<file path="config.mk">
export PLATFORM = sky130hd
export DESIGN_NAME = cvw_bank
export DESIGN_NICKNAME = d
export VERILOG_FILES = /design/src/hdl/cvw_pkg.sv /design/src/hdl/cvw_bank.sv /design/src/hdl/cvw_helper_reg.sv /design/src/hdl/cvw_assemble.sv
export VERILOG_INCLUDE_DIRS = /design/src /design/src/hdl
export SDC_FILE = /design/constraint.sdc
export NUM_CORES = 1
export LEC_CHECK = 0
export ABC_AREA = 1
export BUFFER_PORTS_ARGS = -buffer_cell sky130_fd_sc_hd__buf_2
export CORE_MARGIN = 4
export CORE_UTILIZATION = 40
export DETAILED_ROUTE_END_ITERATION = 7
export PLACE_DENSITY = 0.59
export SLEW_MARGIN = 20
export SYNTH_ARGS = -nofsm -noshare
export SYNTH_HDL_FRONTEND = slang
export SYNTH_HIERARCHICAL = 1
export SYNTH_SLANG_ARGS = --single-unit
</file>
<file path="constraint.sdc">
create_clock -name CLK -period 9 [get_ports CLK]
set_input_delay 0.45 -clock CLK [delete_from_list [all_inputs] [get_ports CLK]]
set_output_delay 0.45 -clock CLK [all_outputs]
set_load 0.005 [all_outputs]
</file>
<file path="src/hdl/cvw_defs.svh">
// Constants for the indirect configuration-variable write helper
// Notes on behaviour
// - Variable 96 holds target hundreds, 0..9
// - Variable 97 holds target units-tens, 0..99
// - Target number built from variables 96 and 97
// - Three-register mode: variable 99 full value
// - Writing 99 copies value to target variable
// - Helpers cleared once the copy is done
// - Four-register mode: 98 hundreds, 99 units-tens
// - Four-register transfer only on write of 99
`ifndef CVW_DEFS_SVH
`define CVW_DEFS_SVH

// Variable numbers of the helpers
`define CVW_NUM_HUND   10'h060
`define CVW_NUM_UT     10'h061
`define CVW_VAL_HUND   10'h062
`define CVW_VAL_LOW    10'h063

// Helper index order inside the helper bank
`define CVW_IDX_NUM_HUND 2'h0
`define CVW_IDX_NUM_UT   2'h1
`define CVW_IDX_VAL_HUND 2'h2
`define CVW_HELPERS      3

// Accepted ranges and idle value
`define CVW_LIM_DIGIT  8'h09
`define CVW_LIM_UT     8'h63
`define CVW_IDLE       8'h00

// Arithmetic and the implemented variable range
`define CVW_HUNDRED    11'h064
`define CVW_VAL_MAX    11'h0ff
`define CVW_CV_FIRST   10'h001
`define CVW_CV_LAST    10'h3ff

`endif

</file>
<file path="src/hdl/cvw_pkg.sv">
// Types shared by the helper bank files
package cvw_pkg;

  typedef logic [9:0] cv_num_t;
  typedef logic [7:0] cv_val_t;

  typedef struct packed {
    logic    wr;
    logic    rd;
    cv_num_t num;
    cv_val_t data;
  } cv_req_s;

  typedef struct packed {
    cv_num_t num;
    cv_val_t data;
  } cv_write_s;

endpackage

</file>
<file path="src/hdl/cvw_bank.sv">
// Indirect configuration-variable write helper bank
`timescale 1ns/1ps
`default_nettype none
`include "cvw_defs.svh"

module cvw_bank (
  // Clock and reset
  input  wire logic               CLK,
  input  wire logic               RST,
  input  wire logic               CE,
  // Variable access from the command decoder
  input  wire cvw_pkg::cv_req_s   CV_REQ,
  // Read answer
  output logic              [7:0] RD_DATA,
  output logic                    RD_VALID,
  output logic                    RD_HIT,
  // Write to the variable store
  output cvw_pkg::cv_write_s      TGT,
  output logic                    TGT_WR,
  // Status pulses
  output logic                    XFER_DROP,
  output logic                    WR_REFUSED
);

  localparam logic [7:0] LIMITS [`CVW_HELPERS] =
    '{`CVW_LIM_DIGIT, `CVW_LIM_UT, `CVW_LIM_DIGIT};

  // Decode of the request
  logic                   take_wr;
  logic                   take_rd;
  logic [`CVW_HELPERS-1:0] hit;
  logic                   hit_val;
  logic                   helper_any;
  logic                   clr;

  // Helper bank state
  logic [7:0]             hq [`CVW_HELPERS];
  logic [`CVW_HELPERS-1:0] written;
  logic [`CVW_HELPERS-1:0] refused;

  // Assembled transfer
  cvw_pkg::cv_num_t       asm_num;
  cvw_pkg::cv_val_t       asm_val;
  logic                   asm_ok;
  logic                   split;

  // Output registers
  cvw_pkg::cv_write_s     tgt_q;
  cvw_pkg::cv_write_s     tgt_d;
  logic                   tgt_wr_q;
  logic                   tgt_wr_d;
  logic                   drop_q;
  logic                   drop_d;
  logic                   refuse_q;
  logic                   refuse_d;
  logic [7:0]             rd_data_q;
  logic [7:0]             rd_data_d;
  logic                   rd_valid_q;
  logic                   rd_valid_d;
  logic                   rd_hit_q;
  logic                   rd_hit_d;

  assign take_wr = CV_REQ.wr;
  assign take_rd = CV_REQ.rd;
  assign hit_val = (CV_REQ.num == `CVW_VAL_LOW);
  assign helper_any = (|hit) || hit_val;
  // Any write of the last value helper ends the sequence
  assign clr = take_wr && hit_val;
  assign split = written[`CVW_IDX_VAL_HUND];

  genvar g;
  generate
    for (g = 0; g < `CVW_HELPERS; g++)
    begin : g_helper
      assign hit[g] = (CV_REQ.num == `CVW_NUM_HUND + 10'(g));
      cvw_helper_reg #(
        .LIMIT   (LIMITS[g])
      ) u_reg (
        .clk     (CLK),
        .rst     (RST),
        .ce      (CE),
        .wr      (take_wr && hit[g]),
        .clr     (clr),
        .din     (CV_REQ.data),
        .q       (hq[g]),
        .written (written[g]),
        .refused (refused[g])
      );
    end
  endgenerate

  cvw_assemble u_asm (
    .num_hund (hq[`CVW_IDX_NUM_HUND]),
    .num_ut   (hq[`CVW_IDX_NUM_UT]),
    .val_hund (hq[`CVW_IDX_VAL_HUND]),
    .val_low  (CV_REQ.data),
    .split    (split),
    .tgt_num  (asm_num),
    .tgt_val  (asm_val),
    .ok       (asm_ok)
  );

  // Write path: helpers are absorbed, others go straight to the store
  always_comb
  begin
    tgt_d    = tgt_q;
    tgt_wr_d = 1'b0;
    drop_d   = 1'b0;
    refuse_d = take_wr && (|refused);
    if (take_wr && hit_val)
    begin
      // Transfer happens only here, never on the earlier helpers
      if (asm_ok)
      begin
        tgt_d.num  = asm_num;
        tgt_d.data = asm_val;
        tgt_wr_d   = 1'b1;
      end
      else
      begin
        drop_d = 1'b1;
      end
    end
    else if (take_wr && !helper_any)
    begin
      tgt_d.num  = CV_REQ.num;
      tgt_d.data = CV_REQ.data;
      tgt_wr_d   = 1'b1;
    end
  end

  // Read path: helpers answer, others are left to the store
  always_comb
  begin
    rd_valid_d = take_rd;
    rd_hit_d   = take_rd && helper_any;
    rd_data_d  = `CVW_IDLE;
    for (int i = 0; i < `CVW_HELPERS; i++)
    begin
      if (take_rd && hit[i])
      begin
        rd_data_d = hq[i];
      end
    end
  end

  always_ff @(posedge CLK or posedge RST)
  begin
    if (RST)
    begin
      tgt_q      <= '0;
      tgt_wr_q   <= 1'b0;
      drop_q     <= 1'b0;
      refuse_q   <= 1'b0;
      rd_data_q  <= `CVW_IDLE;
      rd_valid_q <= 1'b0;
      rd_hit_q   <= 1'b0;
    end
    else if (CE)
    begin
      tgt_q      <= tgt_d;
      tgt_wr_q   <= tgt_wr_d;
      drop_q     <= drop_d;
      refuse_q   <= refuse_d;
      rd_data_q  <= rd_data_d;
      rd_valid_q <= rd_valid_d;
      rd_hit_q   <= rd_hit_d;
    end
  end

  assign TGT        = tgt_q;
  assign TGT_WR     = tgt_wr_q;
  assign XFER_DROP  = drop_q;
  assign WR_REFUSED = refuse_q;
  assign RD_DATA    = rd_data_q;
  assign RD_VALID   = rd_valid_q;
  assign RD_HIT     = rd_hit_q;
endmodule // cvw_bank

`default_nettype wire

</file>
<file path="src/hdl/cvw_helper_reg.sv">
// One range-checked helper variable with a written flag
`timescale 1ns/1ps
`default_nettype none
`include "cvw_defs.svh"

module cvw_helper_reg #(
  parameter logic [7:0] LIMIT = `CVW_LIM_DIGIT
) (
  // Clock and reset
  input  wire logic       clk,
  input  wire logic       rst,
  input  wire logic       ce,
  // Access
  input  wire logic       wr,
  input  wire logic       clr,
  input  wire logic [7:0] din,
  // State
  output logic      [7:0] q,
  output logic            written,
  output logic            refused
);

  logic [7:0] val_q;
  logic [7:0] val_d;
  logic       wrt_q;
  logic       wrt_d;

  always_comb
  begin
    val_d   = val_q;
    wrt_d   = wrt_q;
    refused = wr && (din > LIMIT);
    // Out-of-range data is dropped so the target stays computable
    if (clr)
    begin
      val_d = `CVW_IDLE;
      wrt_d = 1'b0;
    end
    else if (wr && !refused)
    begin
      val_d = din;
      wrt_d = 1'b1;
    end
  end

  always_ff @(posedge clk or posedge rst)
  begin
    if (rst)
    begin
      val_q <= `CVW_IDLE;
      wrt_q <= 1'b0;
    end
    else if (ce)
    begin
      val_q <= val_d;
      wrt_q <= wrt_d;
    end
  end

  assign q       = val_q;
  assign written = wrt_q;

endmodule // cvw_helper_reg

`default_nettype wire

</file>
<file path="src/hdl/cvw_assemble.sv">
// Builds target number and value from the helper contents
`timescale 1ns/1ps
`default_nettype none
`include "cvw_defs.svh"

module cvw_assemble (
  // Helper contents
  input  wire logic [7:0]  num_hund,
  input  wire logic [7:0]  num_ut,
  input  wire logic [7:0]  val_hund,
  input  wire logic [7:0]  val_low,
  input  wire logic        split,
  // Result
  output cvw_pkg::cv_num_t tgt_num,
  output cvw_pkg::cv_val_t tgt_val,
  output logic             ok
);

  logic [10:0] num_w;
  logic [10:0] val_w;
  logic        num_ok;
  logic        val_ok;

  always_comb
  begin
    num_w = 11'(num_hund[3:0]) * `CVW_HUNDRED + 11'(num_ut);
    // Split value: hundreds times one hundred plus units-tens
    if (split)
    begin
      val_w  = 11'(val_hund[3:0]) * `CVW_HUNDRED + 11'(val_low);
      val_ok = (val_low <= `CVW_LIM_UT) && (val_w <= `CVW_VAL_MAX);
    end
    else
    begin
      val_w  = 11'(val_low);
      val_ok = 1'b1;
    end
    // Helpers themselves are not valid targets
    num_ok = (num_w[9:0] >= `CVW_CV_FIRST) && (num_w[9:0] <= `CVW_CV_LAST)
             && !((num_w[9:0] >= `CVW_NUM_HUND)
                  && (num_w[9:0] <= `CVW_VAL_LOW));
    ok      = num_ok && val_ok;
    tgt_num = num_w[9:0];
    tgt_val = val_w[7:0];
  end

endmodule // cvw_assemble

`default_nettype wire

</file>
# Word level (Yosys, flattened, before mapping)
# Cells that the tools add are included.
dict set report word_totals {
  regBits 56
  inputBits 23
}
dict set report classes {
  addsub 2
  n_mul 2
  magnitude_cmp 8
  n_eq_ne 5
  mux 21
  n_reduce_logical 37
}
# operator n
set op_table {}
lappend op_table {{$mux W8} 10}
lappend op_table {{$mux W18} 3}
lappend op_table {{$eq A10 B7 Y1 const B} 4}
lappend op_table {{$logic_and A1 B1 Y1} 21}
lappend op_table {{$add A11 B8 Y11} 1}
lappend op_table {{$le A11 B8 Y1 const B} 1}
lappend op_table {{$add A10 B8 Y10} 1}
lappend op_table {{$ge A10 B1 Y1 const B} 1}
lappend op_table {{$ge A10 B7 Y1 const B} 1}
lappend op_table {{$le A10 B10 Y1 const B} 1}
lappend op_table {{$le A10 B7 Y1 const B} 1}
lappend op_table {{$mul A4 B5 Y9 const B} 1}
lappend op_table {{$gt A8 B4 Y1 const B} 1}
lappend op_table {{$gt A8 B7 Y1 const B} 1}
lappend op_table {{$le A8 B7 Y1 const B} 1}
lappend op_table {{$mul A4 B5 Y8 const B} 1}
lappend op_table {{$mux W1} 8}
lappend op_table {{$reduce_bool A2 Y1} 4}
lappend op_table {{$reduce_and A2 Y1} 3}
lappend op_table {{$reduce_or A3 Y1} 2}
lappend op_table {{$logic_not A1 Y1} 5}
lappend op_table {{$reduce_and A3 Y1} 1}
lappend op_table {{$ne A2 B1 Y1 const B} 1}
lappend op_table {{$logic_or A1 B1 Y1} 1}

# Depth between registers and ports, before layout
dict set report logic_depth {
  word_depth 9
  ltp_mapped 24
}

# Cells and area by module
# Netlist, hierarchy kept.
# module instances cells_each area_each_um2 seq_area_each_um2
set by_module_without_submodules {}
lappend by_module_without_submodules {cvw_bank 1 258 1830.5 775.7}
lappend by_module_without_submodules {cvw_assemble 1 223 1281.2 0.0}
lappend by_module_without_submodules {{cvw_helper_reg at g_helper[0].u_reg ...} 2 51 436.7 225.2}
lappend by_module_without_submodules {{cvw_helper_reg at g_helper[1].u_reg} 1 62 473.0 225.2}

# Worst setup path before layout
# Ideal clock, no wire load.
dict set report synth_timing {
  kind {register to register}
  from {reg g_helper[2].u_reg.val_q[1]}
  to {reg tgt_q, in the netlist TGT[2]}
  t_arrival_ns 3.150
  required_time_ns 8.879
  slack_ns 5.728
  path_stages_with_launch 24
  period_less_slack_ns 3.272
  path_cell_list {dfrtp_1 ha_1 ha_1 inv_1 fa_1 inv_1 ha_1 nand2_1 inv_1 nand2_1 nand2_1 nor2_1 nor2_1 nor2_1 nand3_1 nand2_1 nand2_1 inv_1 nand2_2 a21oi_4 inv_4 buf_6 nand2_1 o21ai_1}
}
dict set report synth_via {
  elab_chain_cells 8
}
# item line
set synth_lines {}
lappend synth_lines {{from (decl)} cvw_helper_reg.sv:23} ;# logic [7:0] val_q;
lappend synth_lines {{from (signal assigned)} cvw_helper_reg.sv:50} ;# val_q <= `CVW_IDLE;
lappend synth_lines {{from (signal assigned)} cvw_helper_reg.sv:55} ;# val_q <= val_d;
lappend synth_lines {{$mul A4 B5 Y9 (no line)} n/a}
lappend synth_lines {{$add A11 B8 Y11} cvw_assemble.sv:30} ;# val_w = 11'(val_hund[3:0]) * `CVW_HUNDRED + 11'(val_low);
lappend synth_lines {{$le A11 B8 Y1 (no line)} n/a}
lappend synth_lines {{$logic_and A1 B1 Y1} cvw_assemble.sv:31} ;# val_ok = (val_low <= `CVW_LIM_UT) && (val_w <= `CVW_VAL_MAX);
lappend synth_lines {{$mux W1} cvw_assemble.sv:28} ;# if (split)
lappend synth_lines {{$logic_and A1 B1 Y1} cvw_assemble.sv:42} ;# ok = num_ok && val_ok;
lappend synth_lines {{via asm_ok} cvw_bank.sv:44} ;# logic asm_ok;
lappend synth_lines {{$ne A2 B1 Y1 (no line)} n/a}
lappend synth_lines {{$reduce_and A3 Y1 (no line)} n/a}
lappend synth_lines {{to (signal assigned)} cvw_bank.sv:161} ;# tgt_q <= tgt_d;
lappend synth_lines {{to (decl)} cvw_bank.sv:48} ;# cvw_pkg::cv_write_s tgt_q;
# The timed path passes the listed nets, and every way through them passes these cells.
# A chain may end at the register's enable or synchronous reset.

# Final worst setup path
dict set report layout_timing {
  from {reg g_helper[2].u_reg.val_q[1]}
  to {reg tgt_q, in the netlist TGT[5]}
}
# Same word-level chain as after synthesis.

==> qor.csv <==
metric,value,unit
final setup fails,0,
Slew Limit Fails,0,
Post-route DRC,0,
flop2flop setup slack,5.01,ns
final instance area,4750,um2
cts repair resizes,0,
Synth Area per Inst,6.88,um2
M2 GR Usage,29.4,%
Boundary Pins,54,
Die Ht,113,um
clock root buffer master,clkbuf_8,
# placed instances,806,
met1 Usage GRT,23.9,%
via/cell ratio,4.91,
setup bufs post-CTS,0,
"Core Util, Final",45.2,%
CP arrival,4.20,ns
Initial DRC Count,268,
dpl ws,5.07,ns
final setup TNS,0,ns
vias in the first global route,3779,
pin count of the biggest net entering global routing,40,
final hold slack,0.108,ns
critical path capture point type,register,
max cap viols,0,
peak supply drop,0.0613,mV
layout cells sized above 1,12.7,%
startpoint types,register,
Yosys Warn Count,6,
row count,37,
CTS buffer count,5,
Combinational Power Share,16.1,%
Tot GR Track Use,17.6,%
Final min period,3.99,ns
clk_lat worst skew,0.32,ns
Total Power,493,uW
RSZ-0062 raised after global routing,false,
initial antenna violation count,0,
TritonCTS clock tree,built,
Area after DPL,4670,um2
Final Hold Vio Count,0,
Post-Syn Instances,637,
Hold Crit Class,in -> async,
fmax,250,MHz
die area,12700,um2
H-tree Lvls,2,
WL final,10900,um
status,completed,
fin nets,733,
post-synthesis instance area,4380,um2
period utilisation layout,44.4,%
PD cells,104,nW/um2
Port Buffers,53,
clock share of power,29.0,%
Pint,345,uW
DRT Pass-1 Iters,4,
register clock-pin slew on the reported worst setup and hold paths,0.11,ns
starting density of the core,41.7,%
first-pass GRT wire length,18500,um
Sink Count,56,
share of power burned in registers,54.9,%
worst slew pin tran,0.761,ns
DP HPWL,8370,um
Switching Power,148,uW
Max transition margin,49.3,%
Setup Skew,0.00812,ns
leakage power,2.85,nW
total core area,10500,um2
Finished Layout Cells,813,
CTS Hold Bufs,0,
Worst EP required,9.21,ns
Worst Path Max Fanout,19,
Final ANT Viol Nets,0,
"Remaining Overflow, GRT",0,
met3 Track Usage GR,2.16,%
fill count,1101,
# diodes,0,
PnR worst setup slack,5.01,ns
Max Root-Sink Buffers,2,
via count,3988,
Routability Congestion,0.817,
most used routing layer,met2,
area grow syn2layout,8.48,%
sw frac,30.0,%
critical path type,reg -> reg,
Syn Nets,693,
Die W,113,um
drt wl/cell,13.5,um
metal layers:
layer | routed length (um) | share of wire (%) | vias up
met5 | 0 | 0 | -
met4 | 158 | 1.4 | 0
met3 | 428 | 3.9 | 11
met2 | 5220 | 48 | 74
met1 | 5140 | 47 | 1840
li1 | - | - | 2063
worst max-delay path, cell delays in order, from the launching register on:
cell and delay, ns:
dfrtp_1 0.48, ha_1 0.32, ha_1 0.20, inv_1 0.07, fa_1 0.48, inv_1 0.04
ha_1 0.34, nand2_1 0.13, inv_1 0.04, nand2_1 0.08, nand2_1 0.05, nor2_1 0.15
nor2_1 0.08, nor2_1 0.10, nand3_1 0.13, nand2_1 0.13, nand2_1 0.06, inv_1 0.09
nand2_2 0.08, a21oi_4 0.44, inv_4 0.19, nand2_1 0.10, o21ai_0 0.08
cell usage in the layout, fill, tap and decap left out, drive strengths merged:
cell type  count
dfrtp         56
a21oi          7
nor3           4
o21ai         28
xor2           1
o31ai          2
xnor2          2
a31oi          3
a21o           1
buf           54
nand4         28
nand3b         2
nand2        207
fa             4
clkbuf         5
a21boi        12
nor2          57
or2            3
inv          120
nand3         49
and2           1
clkinvlp       1
and3           1
ha            29
flip-flops by register name, indices dropped and copies added, names as in the netlist:
register                cells
RD_DATA                     8
RD_HIT                      1
RD_VALID                    1
TGT                        18
TGT_WR                      1
WR_REFUSED                  1
XFER_DROP                   1
g_helper.u_reg/q           24
g_helper.u_reg/written      1
final timing paths:
kind | start | to | cells after the start
max in group asynchronous | RST | TGT[2]$_DFFE_PP0P_ | 3
hold / removal | RST | g_helper[1].u_reg/q[7]$_DFFE_PP0P_ | 2
setup / recovery | g_helper[2].u_reg/q[1]$_DFFE_PP0P_ | TGT[5]$_DFFE_PP0P_ | 22
min in group CLK | CV_REQ[12] | TGT[12]$_DFFE_PP0P_ | 3
setup reg to reg | g_helper[2].u_reg/q[1]$_DFFE_PP0P_ | TGT[5]$_DFFE_PP0P_ | 22
hold reg to reg | RD_DATA[0]$_DFFE_PP0P_ | RD_DATA[0]$_DFFE_PP0P_ | 2
power by group through the flow:
stage | Sequential, mW | Clock [mW] | Combinational [mW]
after detailed placement | 0.276 | 0 | 0.0801
after global routing | 0.272 | 0.154 | 0.0903
after floorplan | 0.275 | 0 | 0.0481
final | 0.271 | 0.143 | 0.0793
after global placement | 0.276 | 0 | 0.0782
after CTS | 0.271 | 0.147 | 0.0803
area by class of cell:
| class | count | area [um2] | share of cell area, % |
|---|---|---|---|
| Inverter | 119 | 449 | 9.45 |
| Timing Repair Buffer | 54 | 273 | 5.74 |
| Sequential cell | 56 | 1400 | 29.5 |
| Clock buffer | 5 | 68.8 | 1.45 |
| Clock inverter | 2 | 16.3 | 0.342 |
| Tap cell | 136 | 170 | 3.58 |
| Multi-Input combinational cell | 441 | 2380 | 50.0 |
No activity file was read; power rests on OpenSTA's default activity.
